### src/rtl/edhd_pkg.sv
// Constants for the ED/HD mode control register bank: register indexes,
// reset values, write masks, bit positions and video timing figures.
// Assumes a 32-bit Avalon-MM slave whose byte address is four times the index.
`default_nettype none

package edhd_pkg;

  localparam int ADDR_W    = 10;
  localparam int DATA_W    = 32;
  localparam int BE_W      = 4;
  localparam int REG_COUNT = 12;

  // ****************************************
  // Register indexes (byte address = index * 4)
  // ****************************************
  localparam logic [7:0] IDX_SYS_SYNC    = 8'h02;
  localparam logic [7:0] IDX_PATTERN     = 8'h31;
  localparam logic [7:0] IDX_TIMING      = 8'h34;
  localparam logic [7:0] IDX_IO_OPT      = 8'h35;
  localparam logic [7:0] IDX_LUMA        = 8'h36;
  localparam logic [7:0] IDX_RED_DIFF    = 8'h37;
  localparam logic [7:0] IDX_BLUE_DIFF   = 8'h38;
  localparam logic [7:0] IDX_COMPLY      = 8'h39;
  localparam logic [7:0] IDX_SHARP       = 8'h40;
  localparam logic [7:0] IDX_CGMS_HIGH   = 8'h41;
  localparam logic [7:0] IDX_CGMS_MID    = 8'h42;
  localparam logic [7:0] IDX_CGMS_LOW    = 8'h43;
  localparam logic [7:0] IDX_POSITION    = 8'h60;
  localparam logic [1:0] WORD_ALIGNED    = 2'h0;

  // Storage slots, in the order of the tables below
  localparam int SLOT_SYS = 0;
  localparam int SLOT_PAT = 1;
  localparam int SLOT_TIM = 2;
  localparam int SLOT_IO  = 3;
  localparam int SLOT_LUM = 4;
  localparam int SLOT_CR  = 5;
  localparam int SLOT_CB  = 6;
  localparam int SLOT_SHP = 8;
  localparam int SLOT_CGH = 9;
  localparam int SLOT_CGM = 10;
  localparam int SLOT_CGL = 11;

  localparam logic [7:0] REG_INDEX [REG_COUNT] = '{
    IDX_SYS_SYNC, IDX_PATTERN, IDX_TIMING, IDX_IO_OPT, IDX_LUMA, IDX_RED_DIFF,
    IDX_BLUE_DIFF, IDX_COMPLY, IDX_SHARP, IDX_CGMS_HIGH, IDX_CGMS_MID, IDX_CGMS_LOW};
  localparam logic [7:0] REG_RESET [REG_COUNT] = '{
    8'h00, 8'h00, 8'h48, 8'h00, 8'hA0, 8'h80, 8'h80, 8'h00, 8'h00, 8'h00, 8'h00, 8'h00};
  // Reserved bits are never stored, so they read back as zero
  localparam logic [7:0] REG_WMASK [REG_COUNT] = '{
    8'hFF, 8'hFF, 8'hFF, 8'hFE, 8'hFF, 8'hFF, 8'hFF, 8'h20, 8'hFF, 8'h0F, 8'hFF, 8'hFF};

  // ****************************************
  // Bit positions
  // ****************************************
  localparam int BIT_SYNC_SEL    = 7;
  localparam int BIT_PATTERN_EN  = 2;
  localparam int BIT_TIMING_RST  = 0;
  localparam int BIT_HSYNC_CTL   = 1;
  localparam int BIT_VSYNC_CTL   = 2;
  localparam int BIT_BLANK_POL   = 3;
  localparam int BIT_VSYNC_IN    = 6;
  localparam int BIT_FREE_RUN    = 7;
  localparam int BIT_RGB_EN      = 1;
  localparam int BIT_SYNC_PRPB   = 2;
  localparam int BIT_DAC_SWAP    = 3;
  localparam int BIT_GAMMA_SEL   = 4;
  localparam int BIT_GAMMA_EN    = 5;
  localparam int BIT_ADAPT_MODE  = 6;
  localparam int BIT_ADAPT_EN    = 7;

  // ****************************************
  // Timing and levels
  // ****************************************
  localparam int H_W = 11;
  localparam int V_W = 10;
  localparam logic [H_W-1:0] H_LAST     = 11'h671;
  localparam logic [V_W-1:0] V_LAST     = 10'h2ED;
  localparam logic [H_W-1:0] H_SYNC_LEN = 11'h028;
  localparam logic [V_W-1:0] V_SYNC_LEN = 10'h005;
  localparam logic [7:0]     BLACK_Y    = 8'h10;
  localparam logic [7:0]     BLACK_C    = 8'h80;
  localparam logic [7:0]     SYNC_LEVEL = 8'h00;

endpackage

`default_nettype wire

### src/rtl/edhd_mode_control_registers.sv
// ED/HD mode control register bank with the small slice of video path
// that its settings steer: timing counters, sync outputs, DAC routing.
// Assumes one 200 MHz clock, video inputs synchronous to it, and an
// Avalon-MM master that holds each request until waitrequest is low.
//
// Implementation choice: the Avalon-MM slave port.
`default_nettype none

module edhd_mode_control_registers (
  input  wire logic                        clk_in,
  input  wire logic                        srst_in,
  input  wire logic [edhd_pkg::ADDR_W-1:0] avs_address_in,
  input  wire logic                        avs_read_in,
  input  wire logic                        avs_write_in,
  input  wire logic [edhd_pkg::DATA_W-1:0] avs_writedata_in,
  input  wire logic [edhd_pkg::BE_W-1:0]   avs_byteenable_in,
  output logic      [edhd_pkg::DATA_W-1:0] avs_readdata_out,
  output logic                             avs_waitrequest_out,
  input  wire logic [7:0]                  y_in,
  input  wire logic [7:0]                  pb_in,
  input  wire logic [7:0]                  pr_in,
  input  wire logic                        hsync_n_in,
  input  wire logic                        vsync_field_in,
  input  wire logic                        blank_in,
  output logic      [7:0]                  dac1_out,
  output logic      [7:0]                  dac2_out,
  output logic      [7:0]                  dac3_out,
  output logic                             hsync_n_out,
  output logic                             vsync_n_out,
  output logic                             blank_out,
  output logic                             rgb_input_en_out,
  output logic                             gamma_en_out,
  output logic                             gamma_curve_b_out,
  output logic                             adapt_mode_b_out,
  output logic                             adapt_en_out,
  output logic      [3:0]                  sharp_gain_a_out,
  output logic      [3:0]                  sharp_gain_b_out,
  output logic      [19:0]                 cgms_payload_out
);

  // ****************************************
  // Address decode
  // ****************************************
  function automatic logic addr_hit(input logic [edhd_pkg::ADDR_W-1:0] addr,
                                    input logic [7:0]                  idx);
    addr_hit = (addr[edhd_pkg::ADDR_W-1:2] == idx) &&
               (addr[1:0] == edhd_pkg::WORD_ALIGNED);
  endfunction

  logic [7:0]                  reg_q [edhd_pkg::REG_COUNT];
  logic                        waitreq_q;
  logic [edhd_pkg::DATA_W-1:0] rdata_q;
  logic [edhd_pkg::DATA_W-1:0] rdata_d;
  logic                        wr_go;
  logic [edhd_pkg::H_W-1:0]    h_cnt_q;
  logic [edhd_pkg::V_W-1:0]    v_cnt_q;

  // ****************************************
  // Bus handshake
  // ****************************************
  // One wait state: waitrequest drops for exactly one cycle per access,
  // which also gives read data a full cycle to settle in its flop.
  always_ff @(posedge clk_in) begin
    if (srst_in) begin
      waitreq_q <= 1'b1;
    end else begin
      waitreq_q <= !((avs_read_in || avs_write_in) && waitreq_q);
    end
  end

  assign wr_go = avs_write_in && !waitreq_q && avs_byteenable_in[0];

  // ****************************************
  // Register storage
  // ****************************************
  genvar g;
  generate
    for (g = 0; g < edhd_pkg::REG_COUNT; g++) begin : g_reg
      always_ff @(posedge clk_in) begin
        if (srst_in) begin
          reg_q[g] <= edhd_pkg::REG_RESET[g];
        end else if (wr_go && addr_hit(avs_address_in, edhd_pkg::REG_INDEX[g])) begin
          reg_q[g] <= avs_writedata_in[7:0] & edhd_pkg::REG_WMASK[g];
        end
      end
    end
  endgenerate

  // ****************************************
  // Read path
  // ****************************************
  always_comb begin
    rdata_d = '0;
    for (int i = 0; i < edhd_pkg::REG_COUNT; i++) begin
      if (addr_hit(avs_address_in, edhd_pkg::REG_INDEX[i])) begin
        rdata_d = edhd_pkg::DATA_W'(reg_q[i]);
      end
    end
    if (addr_hit(avs_address_in, edhd_pkg::IDX_POSITION)) begin
      rdata_d = edhd_pkg::DATA_W'({v_cnt_q, h_cnt_q});
    end
  end

  // Captured on the edge that drops waitrequest; unmapped reads give zero
  always_ff @(posedge clk_in) begin
    if (srst_in) begin
      rdata_q <= '0;
    end else if (avs_read_in && waitreq_q) begin
      rdata_q <= rdata_d;
    end
  end

  assign avs_readdata_out    = rdata_q;
  assign avs_waitrequest_out = waitreq_q;

  // ****************************************
  // Decoded settings
  // ****************************************
  logic sync_sel;
  logic pattern_en;
  logic timing_rst;
  logic hs_ctl;
  logic vs_ctl;
  logic blank_pol;
  logic vsync_mode;
  logic free_run;
  logic sync_prpb;
  logic dac_swap;

  assign sync_sel   = reg_q[edhd_pkg::SLOT_SYS][edhd_pkg::BIT_SYNC_SEL];
  assign pattern_en = reg_q[edhd_pkg::SLOT_PAT][edhd_pkg::BIT_PATTERN_EN];
  assign timing_rst = reg_q[edhd_pkg::SLOT_TIM][edhd_pkg::BIT_TIMING_RST];
  assign hs_ctl     = reg_q[edhd_pkg::SLOT_TIM][edhd_pkg::BIT_HSYNC_CTL];
  assign vs_ctl     = reg_q[edhd_pkg::SLOT_TIM][edhd_pkg::BIT_VSYNC_CTL];
  assign blank_pol  = reg_q[edhd_pkg::SLOT_TIM][edhd_pkg::BIT_BLANK_POL];
  assign vsync_mode = reg_q[edhd_pkg::SLOT_TIM][edhd_pkg::BIT_VSYNC_IN];
  assign free_run   = reg_q[edhd_pkg::SLOT_TIM][edhd_pkg::BIT_FREE_RUN];
  assign sync_prpb  = reg_q[edhd_pkg::SLOT_IO][edhd_pkg::BIT_SYNC_PRPB];
  assign dac_swap   = reg_q[edhd_pkg::SLOT_IO][edhd_pkg::BIT_DAC_SWAP];

  // Settings handed straight to the filter and gamma stages
  assign rgb_input_en_out  = reg_q[edhd_pkg::SLOT_IO][edhd_pkg::BIT_RGB_EN];
  assign gamma_en_out      = reg_q[edhd_pkg::SLOT_IO][edhd_pkg::BIT_GAMMA_EN];
  assign gamma_curve_b_out = reg_q[edhd_pkg::SLOT_IO][edhd_pkg::BIT_GAMMA_SEL];
  assign adapt_mode_b_out  = reg_q[edhd_pkg::SLOT_IO][edhd_pkg::BIT_ADAPT_MODE];
  assign adapt_en_out      = reg_q[edhd_pkg::SLOT_IO][edhd_pkg::BIT_ADAPT_EN];
  // Two's complement, passed raw: the filter sign-extends
  assign sharp_gain_a_out  = reg_q[edhd_pkg::SLOT_SHP][3:0];
  assign sharp_gain_b_out  = reg_q[edhd_pkg::SLOT_SHP][7:4];
  assign cgms_payload_out  = {reg_q[edhd_pkg::SLOT_CGH][3:0],
                              reg_q[edhd_pkg::SLOT_CGM],
                              reg_q[edhd_pkg::SLOT_CGL]};

  // ****************************************
  // Timing counters
  // ****************************************
  logic hs_prev_q;
  logic vs_prev_q;
  logic hs_fall;
  logic v_start;
  logic h_wrap;

  always_ff @(posedge clk_in) begin
    if (srst_in) begin
      hs_prev_q <= 1'b1;
      vs_prev_q <= 1'b1;
    end else begin
      hs_prev_q <= hsync_n_in;
      vs_prev_q <= vsync_field_in;
    end
  end

  assign hs_fall = hs_prev_q && !hsync_n_in;
  // Field input marks a new field on either edge, vsync only on its fall
  assign v_start = vsync_mode ? (vs_prev_q && !vsync_field_in)
                              : (vs_prev_q != vsync_field_in);
  assign h_wrap  = free_run ? hs_fall
                            : (h_cnt_q == edhd_pkg::H_LAST);

  always_ff @(posedge clk_in) begin
    if (srst_in || timing_rst) begin
      h_cnt_q <= '0;
    end else if (h_wrap) begin
      h_cnt_q <= '0;
    end else begin
      h_cnt_q <= h_cnt_q + 1'b1;
    end
  end

  // Free running: rolls over at full width if external sync never comes
  always_ff @(posedge clk_in) begin
    if (srst_in || timing_rst) begin
      v_cnt_q <= '0;
    end else if (free_run) begin
      if (v_start) begin
        v_cnt_q <= '0;
      end else if (h_wrap) begin
        v_cnt_q <= v_cnt_q + 1'b1;
      end
    end else if (h_wrap) begin
      if (v_cnt_q == edhd_pkg::V_LAST) begin
        v_cnt_q <= '0;
      end else begin
        v_cnt_q <= v_cnt_q + 1'b1;
      end
    end
  end

  // ****************************************
  // Sync and blank outputs
  // ****************************************
  logic hs_act;
  logic vs_act;
  logic blank_act;

  assign hs_act    = h_cnt_q < edhd_pkg::H_SYNC_LEN;
  assign vs_act    = v_cnt_q < edhd_pkg::V_SYNC_LEN;
  assign blank_act = blank_in ^ blank_pol;

  logic hsync_n_q;
  logic vsync_n_q;
  logic blank_q;

  always_ff @(posedge clk_in) begin
    if (srst_in) begin
      hsync_n_q <= 1'b1;
      vsync_n_q <= 1'b1;
      blank_q   <= 1'b0;
    end else begin
      hsync_n_q <= !(hs_act && (!sync_sel || hs_ctl));
      vsync_n_q <= !(vs_act && (!sync_sel || vs_ctl));
      blank_q   <= blank_act;
    end
  end

  assign hsync_n_out = hsync_n_q;
  assign vsync_n_out = vsync_n_q;
  assign blank_out   = blank_q;

  // ****************************************
  // DAC routing
  // ****************************************
  logic [7:0] y_src;
  logic [7:0] pb_src;
  logic [7:0] pr_src;
  logic [7:0] dac1_q;
  logic [7:0] dac2_q;
  logic [7:0] dac3_q;

  assign y_src  = pattern_en ? reg_q[edhd_pkg::SLOT_LUM] : y_in;
  assign pb_src = pattern_en ? reg_q[edhd_pkg::SLOT_CB] : pb_in;
  assign pr_src = pattern_en ? reg_q[edhd_pkg::SLOT_CR] : pr_in;

  // Sync insertion wins over blanking so the tip survives blank intervals
  always_ff @(posedge clk_in) begin
    if (srst_in) begin
      dac1_q <= edhd_pkg::BLACK_Y;
      dac2_q <= edhd_pkg::BLACK_C;
      dac3_q <= edhd_pkg::BLACK_C;
    end else if (sync_prpb && hs_act) begin
      dac1_q <= edhd_pkg::BLACK_Y;
      dac2_q <= edhd_pkg::SYNC_LEVEL;
      dac3_q <= edhd_pkg::SYNC_LEVEL;
    end else if (blank_act) begin
      dac1_q <= edhd_pkg::BLACK_Y;
      dac2_q <= edhd_pkg::BLACK_C;
      dac3_q <= edhd_pkg::BLACK_C;
    end else begin
      dac1_q <= y_src;
      dac2_q <= dac_swap ? pr_src : pb_src;
      dac3_q <= dac_swap ? pb_src : pr_src;
    end
  end

  assign dac1_out = dac1_q;
  assign dac2_out = dac2_q;
  assign dac3_out = dac3_q;

endmodule

`default_nettype wire

### config.mk
export PLATFORM = sky130hd
export DESIGN_NAME = edhd_mode_control_registers
export DESIGN_NICKNAME = d
export VERILOG_FILES = /design/src/rtl/edhd_pkg.sv /design/src/rtl/edhd_mode_control_registers.sv
export SDC_FILE = /design/constraint.sdc
export NUM_CORES = 1
export LEC_CHECK = 0
export BUFFER_PORTS_ARGS = -buffer_cell sky130_fd_sc_hd__buf_2
export CORE_AREA = 2 2 121 123
export CTS_BUF_LIST = sky130_fd_sc_hd__clkbuf_4
export DETAILED_ROUTE_END_ITERATION = 12
export DIE_AREA = 0 0 123 125
export GPL_TIMING_DRIVEN = 0
export PLACE_DENSITY = 0.81
export SLEW_MARGIN = 20
export SYNTH_ARGS = -nofsm -noshare
export SYNTH_HDL_FRONTEND = slang
export SYNTH_SLANG_ARGS = --single-unit
### constraint.sdc
create_clock -name clk_in -period 3 [get_ports clk_in]
set_input_delay 0.3 -clock clk_in [delete_from_list [all_inputs] [get_ports clk_in]]
set_output_delay 0.3 -clock clk_in [all_outputs]
set_load 0.005 [all_outputs]
==> impl_summary.txt, run 1 <==
----------------------------------------------------
[Timing]
  Final setup violation count ... 0
  Unrepaired setup endpoints after global routing ... false
  Worst Clk Skew ... 0.0166 ns
  Total count of max-transition violations in the final report ... 0
  Clock period minus worst slack ... 2.42 ns
  Headroom to the max-slew limit ... 26.4%
  Setup TNS ... 0 ns
  Portion of the clock cycle consumed by the worst path in the final layout ... 80.6%
  Worst-margin pin slew ... 1.09 ns
  Fmax achieved ... 414 MHz
  Hold violation total from the final report ... 0
  WHS ... 0.113 ns

[Setup path]
  Worst r2r src ... avs_waitrequest_out
  Maximum fanout count along the critical path ... 10
  Endpoint required time on the critical path ... 3.41 ns
  Timing endpoint of the critical path ... reg_q[3][5]
  Critical Path AT ... 2.82 ns
  Cell count of the worst reg-to-reg path ... 4
  Worst reg-to-reg setup slack ... 0.58 ns
  Setup CP Type ... reg -> reg
  Critical R2R Capture ... reg_q[3][5]
  Critical Path Start ... avs_waitrequest_out
  Type of element launching the critical path ... flip-flop
  Endpoint type of the worst setup path ... flip-flop

[Power and ir drop]
  Share of power burned in registers ... 60.9%
  PnR Total Power ... 3.85 mW
  Switching share of total power ... 27.6%
  Internal Power ... 2.79 mW
  Combinational fraction of design power ... 10.5%
  Share of total power in the clock network ... 28.6%
  Net switching power figure ... 1.06 mW
  Worst supply voltage drop on vdd ... 262 uV
  Standby leakage power ... 3.52 nW
  Total power per unit cell area ... 422 nW/um2

[Logic synthesis]
  Yosys cell types ... 69
  Largest family of logic cells by synthesized area ... simple AND/OR/NAND/NOR gates
  Post-synth ARST share ... 0%
  Multiplexer area fraction after synthesis ... 8.23%
  Post-Synthesis Mean Instance Area ... 10.5 um2
  Sequential element share of the synthesized area ... 50.7%
  Arithmetic-cell share of the synthesized area counting full adders, half adders and majority gates ... 0.960%
  Share of the synthesized area in compound gates (AO/OA/AOI/OAI) ... 12.3%
  Mapped Cells ... 744
  Total of flip-flops plus latches after synthesis ... 156
  Leading register cell type out of synthesis ... edfxtp_1
  Synth Warn # ... 0
  Number of flops mapped to enable cells by yosys ... 84
  Area share of and/or/nand/nor cells after synthesis ... 22.4%
  Xor-xnor portion of the synthesized cell area ... 1.46%
  Cell area after synthesis ... 7820 um2

[Global route]
  Initial antenna violation count ... 1
  Pin count of the biggest net entering global routing ... 17
  Congestion Overflow GR ... 0
  First-pass GRT wire length ... 34700 um
  Number of global-route vias before repair ... 6234
  Overall routing resource usage ... 30.3%

[Die]
  Core Region ... 14200 um2
  Initial cell density of the core ... 55.0%
  Die ar. ... 15400 um2
  Count of pins on the block boundary ... 170
  Number of cell rows ... 44
  Width of the chip ... 123 um
  Vertical die dimension ... 125 um

[Cells and area]
  Register area ... 3960 um2
  Proportion of layout cells with a drive suffix above 1 ... 23.5%
  Fill cell total of the finished layout ... 1201
  Count of placed standard cells in the final layout, fillers left out ... 1117
  Area of the multi-input gates ... 3600 um2
  Growth of design area from synthesis to finish ... 16.8%
  Net count reported at finish ... 1001
  Utilization of the core after routing ... 64.3%

[Flow run]
  Max-cap check violation count ... 0

[Routing]
  WL/cell ... 20.2 um
  Number of DRC markers in iteration 0 ... 738
  Overall routed net length ... 22600 um
  Number of detailed-route iterations in the first pass ... 5
  Number of vias after detailed routing ... 6612
  Count of unresolved DRC violations after routing ... 0
  Post-route ant nets ... 0
  DR vias/cell ... 5.92

[Place]
  Hpwl dp ... 16600 um
  Count of input and output buffers ... 129
  Weighted congestion at the end of routability-driven global placement ... 1.02
  Placed instance count ... 1067

[Clock tree]
  Total CTS buffers ... 17
  Post-CTS clock slew at the launch and capture registers of the worst setup and hold paths ... 0.13 ns
  Maximum clock path buffer count ... 2
  Total number of H-tree levels ... 4
  Root cell of the clock tree ... clkbuf_4
  Insertion delay of the later-clocked pin in the worst-skew pair ... 0.58 ns
  Clock sink count ... 156
  CTS tree ... yes
  Post-CTS resize count ... 0

[Hold path]
  WHS Path Cells ... 3
  Worst hold-check path type ... in -> reg

[Status]
  Status ... finished clean

----------------------------------------------------
-- per-stage QoR --
stage          instance area [um2]  worst slack (ns)
2_1_floorplan                 7850             0.736
3_3_place_gp                  8730            0.0352
3_5_place_dp                  8730            0.0407
4_1_cts                       9110             0.561
5_1_grt                       9130             0.538
6_report                      9130             0.582
-- power groups by stage --
stage / sequential (mW) / combinational, mW / clock, mW
after global placement: 2.39 / 0.375 / 0
after global routing: 2.35 / 0.438 / 1.22
final: 2.34 / 0.406 / 1.10
after detailed placement: 2.39 / 0.380 / 0
after floorplan: 2.38 / 0.218 / 0
after CTS: 2.34 / 0.398 / 1.12
-- placed cells by master (no fill, tap or decap), drive strengths merged, types with 26 or more instances in the layout --
| master | count |
|---|---|
| clkbuf | 40 |
| a21oi | 34 |
| nor2 | 62 |
| nand3 | 30 |
| nor2b | 26 |
| nand2 | 46 |
| dfxtp | 72 |
| o21ai | 40 |
| mux2i | 26 |
| buf | 156 |
| edfxtp | 84 |
| and2 | 77 |
-- sequential cells by signal, summed over array words and instances, names as in the netlist --
name and flops:
avs_waitrequest_out 1, blank_out 1, vsync_n_out 1, hsync_n_out 1
vs_prev_q 1, dac1_out 8, avs_readdata_out 21, dac3_out 8
dac2_out 8, v_cnt_q 10, h_cnt_q 11, reg_q 84
hs_prev_q 1
-- worst max-delay path, cell delays in order (launching register included) --
cell and delay (ns):
dfxtp_1 0.38, nand3b_1 0.59, nor2_1 0.50, nand2_1 0.46, nor3_1 0.32
-- synthesized netlist by cell type (all sizes together), types with 23 or more instances --
library cell | number | area share (%)
a21oi | 34 | 2.2
and2 | 77 | 6.2
buf | 27 | 2.0
clkbuf | 23 | 1.1
dfxtp | 72 | 18
edfxtp | 84 | 32
mux2i | 26 | 3.3
nand2 | 46 | 2.2
nand3 | 30 | 1.9
nor2 | 62 | 3.0
nor2b | 26 | 2.1
o21ai | 40 | 2.6
-- logic make-up (layout without fill, tap and decap cells) --
group           count (synthesis)  after routing
fa+ha+maj                       6              6
mux                            45             45
flops                         156            156
compound gates                143            143
xor+xnor                       13             13
other cells                     1             13
simple gates                  315            315
buf+inv                        65            242
-- cell type report --
cell class,count,area share (%)
Timing Repair Buffer,145,8.83
Buffer,50,2.69
Multi-Input combinational cell,533,39.4
Antenna cell,2,0.0548
Sequential cell,156,43.4
Tap cell,184,2.52
Clock inverter,15,1.07
Clock buffer,17,1.40
Inverter,15,0.617
-- how the worst min path moves through the flow --
stage	endpoint	slack, ns	start
after floorplan	vs_prev_q	0.40	vsync_field_in
after global placement	avs_readdata_out[20]	0.44	avs_readdata_out[20]
after detailed placement	avs_readdata_out[20]	0.44	avs_readdata_out[20]
after CTS	blank_out	0.07	blank_in
after global routing	blank_out	0.09	blank_in
final	blank_out	0.11	blank_in
-- repair_timing --
action / in CTS / in global routing
hold buffers: 16 / 0
hold endpoints to repair: 15 / 0
buffers inserted: 0 / 0
-- routing by layer --
layer	global-route usage [%]	vias to the layer above	share of wire (%)
li1	-	3053	-
met2	48.8	370	48
met5	0	-	0
met4	9.43	0	2.8
met3	7.16	55	9.1
met1	40.4	3134	40
No activity file was read; power rests on OpenSTA's default activity.
==> inputs of run 2 (changes only) <==
CORE_AREA = 2 2 127 129   (was 2 2 121 123)
DIE_AREA = 0 0 129 131   (was 0 0 123 125)
PLACE_DENSITY = 0.78   (was 0.81)
clock period = 2 ns   (was 3 ns; I/O delays follow)
==> impl_summary.txt, run 2 (synthesis gave the netlist of run 1 again) <==
----------------------------------------------------
[Status]
  Status ... finished clean (unchanged)

[Hold path]
  Worst Min Path Start ... pr_in[0] (was blank_in)
  Worst hold-check path type ... in -> reg (unchanged)

[Place]
  Hpwl dp ... 16900 um (was 16600 um)
  Placed instance count ... 1099 (was 1067)
  Weighted congestion at the end of routability-driven global placement ... 0.959 (was 1.02)
  Count of input and output buffers ... 129 (unchanged)
  Placed inst area ... 8770 um2 (was 8730 um2)

[Cells and area]
  Net count reported at finish ... 1009 (was 1001)
  Register area ... 3970 um2 (was 3960 um2)
  Proportion of layout cells with a drive suffix above 1 ... 25.7% (was 23.5%)
  Growth of design area from synthesis to finish ... 19.7% (was 16.8%)
  Most common cell after layout, fill and taps aside ... buf_2 (unchanged)
  Area of the multi-input gates ... 3640 um2 (was 3600 um2)
  Most used cells in the layout excluding fill and tap cells ... 142 x buf_2, 84 x edfxtp_1, 77 x and2_1, 64 x dfxtp_1, 60 x nor2_1 (was 142 x buf_2, 84 x edfxtp_1, 77 x and2_1, 72 x dfxtp_1, 60 x nor2_1)
  Fill cell total of the finished layout ... 1363 (was 1201)
  Count of placed standard cells in the final layout, fillers left out ... 1155 (was 1117)
  Flip-flop count of the largest register after layout ... 84 (unchanged)
  Biggest register ... reg_q (unchanged)
  Ant. Diodes ... 0 (was 2)
  Area of all placed cells without fillers ... 9350 um2 (was 9130 um2)

[Setup path]
  Critical path buffers and inverters ... 1 (was 0)
  Endpoint type of the worst setup path ... flip-flop (unchanged)
  Kind of cell with the highest combined delay on the critical path ... simple AND/OR/NAND/NOR gates (unchanged)
  Worst reg-to-reg setup slack ... 0.09 ns (was 0.58 ns)
  Worst r2r src ... avs_waitrequest_out (unchanged)
  CP max stage cell ... nand2_1 (was nand3b_1)
  Setup CP Type ... reg -> reg (unchanged)
  Critical Path Start ... avs_waitrequest_out (unchanged)
  Endpoint required time on the critical path ... 2.42 ns (was 3.41 ns)
  Maximum fanout count along the critical path ... 10 (unchanged)
  Type of element launching the critical path ... flip-flop (unchanged)
  Crit-path cells ... nand3b_1 > buf_4 > nor2_1 > nand2_1 > nor3_1 (was nand3b_1 > nor2_1 > nand2_1 > nor3_1)
  Highest cell delay on the worst timing path ... 0.43 ns (was 0.59 ns)
  Critical Path AT ... 2.34 ns (was 2.82 ns)

[Clock tree]
  Root cell of the clock tree ... clkbuf_4 (unchanged)
  Total CTS buffers ... 17 (unchanged)
  Post-CTS clock slew at the launch and capture registers of the worst setup and hold paths ... 0.14 ns (was 0.13 ns)
  Total number of H-tree levels ... 4 (unchanged)
  Maximum clock path buffer count ... 2 (unchanged)
  Clock sink count ... 156 (unchanged)
  CTS tree ... yes (unchanged)
  Insertion delay of the later-clocked pin in the worst-skew pair ... 0.60 ns (was 0.58 ns)

[Global route]
  Initial antenna violation count ... 0 (was 1)
  Congestion Overflow GR ... 0 (unchanged)
  Pin count of the biggest net entering global routing ... 17 (unchanged)
  First-pass GRT wire length ... 35100 um (was 34700 um)
  Number of global-route vias before repair ... 6308 (was 6234)
  Overall routing resource usage ... 28.3% (was 30.3%)

[Routing]
  Number of detailed-route iterations in the first pass ... 6 (was 5)
  Met3 WL post-DR ... 2370 um (was 2070 um)
  DR vias/cell ... 5.85 (was 5.92)
  Count of unresolved DRC violations after routing ... 0 (unchanged)
  WL/cell ... 20.2 um (about the same)
  Number of vias after detailed routing ... 6753 (was 6612)
  Met2 Routed Length ... 11200 um (was 10900 um)
  Number of DRC markers in iteration 0 ... 855 (was 738)
  Wire length on met1 ... 9240 um (was 9050 um)
  Post-route ant nets ... 0 (unchanged)
  Overall routed net length ... 23300 um (was 22600 um)
  Highest metal used ... met4 (unchanged)

[Power and ir drop]
  Standby leakage power ... 3.60 nW (was 3.52 nW)
  Worst supply voltage drop on vdd ... 398 uV (was 262 uV)
  Total power per unit cell area ... 660 nW/um2 (was 422 nW/um2)

[Die]
  Initial cell density of the core ... 50.1% (was 55.0%)
  Die ar. ... 16900 um2 (was 15400 um2)
  Width of the chip ... 129 um (was 123 um)
  Count of pins on the block boundary ... 170 (unchanged)
  Vertical die dimension ... 131 um (was 125 um)
  Core Region ... 15600 um2 (was 14200 um2)
  Number of cell rows ... 46 (was 44)

[Timing]
  Fmax achieved ... 523 MHz (was 414 MHz)
  Portion of the clock cycle consumed by the worst path in the final layout ... 95.7% (was 80.6%)
  Headroom to the max-slew limit ... 43.8% (was 26.4%)
  Clock period minus worst slack ... 1.91 ns (was 2.42 ns)
  Worst Clk Skew ... 0.0207 ns (was 0.0166 ns)
  Unrepaired setup endpoints after global routing ... false (unchanged)
  Final setup violation count ... 0 (unchanged)
  Hold violation total from the final report ... 0 (unchanged)
  Total count of max-transition violations in the final report ... 0 (unchanged)
  Setup TNS ... 0 ns (unchanged)
  Worst-margin pin slew ... 0.843 ns (was 1.09 ns)

[Flow run]
  Max-cap check violation count ... 0 (unchanged)

----------------------------------------------------
==> run 2: worst paths after layout <==
| kind | to | cells after the start |
|---|---|---|
| setup / recovery | reg_q[10][5] | 5 |
| hold reg to reg | avs_readdata_out[16] | 2 |
| setup reg to reg | reg_q[10][5] | 5 |
| hold / removal | dac3_out[0] | 3 |
==> run 2: where the power goes <==
group	switching (mW)	internal [mW]	leakage [nW]
Clock	1.13	0.901	0.165
Combinational	0.371	0.254	2.00
Sequential	0.0641	3.45	1.43
==> run 2: layout make-up <==
cell class	instances	area share, %
Tap cell	216	2.89
Multi-Input combinational cell	533	38.9
Inverter	15	0.602
Buffer	50	2.64
Clock buffer	20	1.61
Clock inverter	12	1.57
Timing Repair Buffer	153	9.28
Sequential cell	156	42.5
==> run 2: tightest hold or removal path: cells and delay by family <==
| kind | cells | cell delay [ns] |
|---|---|---|
| muxes | 1 | 0.21 |
| buffers and inverters | 1 | 0.09 |
| and+or+nand+nor | 1 | 0.11 |
==> run 2: per-layer routing <==
metal / up-vias / GRT usage (%)
li1: 3069 / -
met1: 3244 / 36.0
met2: 398 / 47.7
met3: 42 / 8.10
met4: 0 / 8.06
met5: - / 0
==> run 2: repair_timing <==
item                                    in CTS  in global routing
endpoints found under the setup margin     114                 42
cloned                                       0                  0
pin swaps                                    0                  2
endpoints found under the hold margin       17                  0
hold buffers                                17                  0
setup buffers                                3                  4
gates resized for setup                      3                 18
==> run 2: through the flow <==
step | setup WS, ns | utilization (%) | power [mW] | hold WS, ns
finish | 0.0863 | 60.0 | 6.17 | 0.0500
global route | 0.00220 | 60.0 | 6.39 | 0.0229
CTS | 0.0129 | 59.4 | 6.18 | 0.0231
detailed placement | -0.882 | 56.3 | 4.16 | 0.433
global placement | -0.874 | 56.3 | 4.15 | 0.430
floorplan | 0.0210 | - | 3.89 | 0.300
==> inputs of run 3 (changes only) <==
==> constraint.sdc (replaced) <==
create_clock -name clk_in -period 2 [get_ports clk_in]
set_input_delay 0.3 -clock clk_in [delete_from_list [all_inputs] [get_ports clk_in]]
set_output_delay 0.3 -clock clk_in [all_outputs]
set_load 0.005 [all_outputs]
==> impl_summary.txt, run 3 (synthesis gave the netlist of run 1 again) <==
----------------------------------------------------
[Status]
  Status ... finished clean (unchanged)

[Cells and area]
  Net count reported at finish ... 1007 (was 1009)
  Most used cells in the layout excluding fill and tap cells ... 142 x buf_2, 84 x edfxtp_1, 77 x and2_1, 66 x dfxtp_1, 60 x nor2_1 (was 142 x buf_2, 84 x edfxtp_1, 77 x and2_1, 64 x dfxtp_1, 60 x nor2_1)
  Growth of design area from synthesis to finish ... 18.1% (was 19.7%)
  Biggest register ... reg_q (unchanged)
  Area of the multi-input gates ... 3630 um2 (was 3640 um2)
  Flip-flop count of the largest register after layout ... 84 (unchanged)
  Utilization of the core after routing ... 59.2% (was 60.0%)
  Count of placed standard cells in the final layout, fillers left out ... 1153 (was 1155)
  Ant. Diodes ... 0 (unchanged)
  Fill cell total of the finished layout ... 1378 (was 1363)
  Register area ... 3970 um2 (about the same)
  Proportion of layout cells with a drive suffix above 1 ... 25.5% (was 25.7%)
  Most common cell after layout, fill and taps aside ... buf_2 (unchanged)
  Area of all placed cells without fillers ... 9230 um2 (was 9350 um2)

[Die]
  Initial cell density of the core ... 50.1% (unchanged)
  Width of the chip ... 129 um (unchanged)
  Count of pins on the block boundary ... 170 (unchanged)
  Die ar. ... 16900 um2 (unchanged)
  Number of cell rows ... 46 (unchanged)
  Core Region ... 15600 um2 (unchanged)
  Vertical die dimension ... 131 um (unchanged)

[Timing]
  Total count of max-transition violations in the final report ... 0 (unchanged)
  Setup TNS ... 0 ns (unchanged)
  Hold violation total from the final report ... 0 (unchanged)
  Final setup violation count ... 0 (unchanged)
  Clock period minus worst slack ... 1.96 ns (was 1.91 ns)
  Worst Clk Skew ... 0.0216 ns (was 0.0207 ns)
  Portion of the clock cycle consumed by the worst path in the final layout ... 97.8% (was 95.7%)
  Headroom to the max-slew limit ... 37.8% (was 43.8%)
  Fmax achieved ... 511 MHz (was 523 MHz)
  Worst-margin pin slew ... 0.932 ns (was 0.843 ns)

[Setup path]
  Setup CP Type ... in -> reg (was reg -> reg)
  Critical Path AT ... 2.16 ns (was 2.34 ns)
  Type of element launching the critical path ... input port (was flip-flop)
  Worst reg-to-reg setup slack ... 0.08 ns (was 0.09 ns)
  Endpoint required time on the critical path ... 2.20 ns (was 2.42 ns)
  Endpoint type of the worst setup path ... flip-flop (unchanged)
  Maximum fanout count along the critical path ... 10 (unchanged)

[Global route]
  Number of global-route vias before repair ... 6194 (was 6308)
  Congestion Overflow GR ... 0 (unchanged)
  Pin count of the biggest net entering global routing ... 17 (unchanged)
  Overall routing resource usage ... 27.4% (was 28.3%)
  Initial antenna violation count ... 0 (unchanged)
  First-pass GRT wire length ... 34100 um (was 35100 um)

[Power and ir drop]
  PnR Total Power ... 5.70 mW (was 6.17 mW)
  Total power per unit cell area ... 618 nW/um2 (was 660 nW/um2)
  Standby leakage power ... 3.55 nW (was 3.60 nW)
  Worst supply voltage drop on vdd ... 423 uV (was 398 uV)

[Routing]
  Number of DRC markers in iteration 0 ... 639 (was 855)
  Post-route ant nets ... 0 (unchanged)
  DR vias/cell ... 5.78 (was 5.85)
  Count of unresolved DRC violations after routing ... 0 (unchanged)
  Number of vias after detailed routing ... 6660 (was 6753)
  Overall routed net length ... 22800 um (was 23300 um)
  Number of detailed-route iterations in the first pass ... 5 (was 6)
  WL/cell ... 19.8 um (was 20.2 um)

[Clock tree]
  Total number of H-tree levels ... 4 (unchanged)
  Clock sink count ... 156 (unchanged)
  Post-CTS clock slew at the launch and capture registers of the worst setup and hold paths ... 0.12 ns (was 0.14 ns)
  Maximum clock path buffer count ... 2 (unchanged)
  CTS tree ... yes (unchanged)
  Root cell of the clock tree ... clkbuf_4 (unchanged)
  Total CTS buffers ... 17 (unchanged)
  Insertion delay of the later-clocked pin in the worst-skew pair ... 0.56 ns (was 0.60 ns)

[Place]
  Placed instance count ... 1099 (unchanged)
  Count of input and output buffers ... 129 (unchanged)
  Placed inst area ... 8790 um2 (was 8770 um2)
  Weighted congestion at the end of routability-driven global placement ... 0.963 (was 0.959)
  Hpwl dp ... 16800 um (was 16900 um)

[Hold path]
  Worst hold-check path type ... in -> reg (unchanged)

[Flow run]
  Max-cap check violation count ... 0 (unchanged)

----------------------------------------------------
[run 3: through the flow]
step	setup slack [ns]	hold WS, ns
final	0.0440	0.0461
after global routing	-0.000143	0.00598
after CTS	0.00150	0.00612
after detailed placement	-0.621	0.443
after global placement	-0.612	0.437
after floorplan	0.0274	0.400
[run 3: worst max-delay path, cell delays in order]
cell and delay (ns):
buf_2 0.15, buf_2 0.21, nor4b_2 0.66, nand2_1 0.32
o21ai_2 0.50
[run 3: final timing paths]
kind | from | endpoint | cells after the start
min reg2reg | avs_readdata_out[20] | avs_readdata_out[20] | 2
min | y_in[4] | dac1_out[4] | 3
max | avs_address_in[4] | reg_q[3][4] | 5
max reg2reg | reg_q[1][2] | dac3_out[4] | 4
[run 3: layout make-up]
class	instances	share of cell area, %
inverters	15	0.610
well taps	216	2.93
multi-input cells	533	39.3
repair buffers	151	9.16
clock inverters	14	0.868
clock buffers	18	1.46
flip-flops and latches	156	43.0
plain buffers	50	2.66
[run 3: repair_timing]
item | in CTS | in global routing
hold buffers | 13 | 1
endpoints found under the hold margin | 12 | 1
pin swaps | 0 | 2
cloned | 0 | 0
gates resized for setup | 2 | 9
setup buffers | 3 | 5
endpoints found under the setup margin | 96 | 30
[run 3: routing by layer]
metal / wire, um / GRT usage, % / up-vias
met1: 9190 / 36.2 / 3160
met2: 10700 / 44.2 / 374
met3: 2160 / 6.31 / 67
met5: 0 / 0 / -
li1: - / - / 3059
met4: 729 / 10.5 / 0
[run 3: power by group]
group	switching (mW)	internal (mW)	total [mW]	leakage, nW
Combinational	0.365	0.252	0.617	1.99
Clock	1.08	0.483	1.57	0.131
Sequential	0.0657	3.45	3.52	1.43
Total	1.52	4.19	5.70	3.55
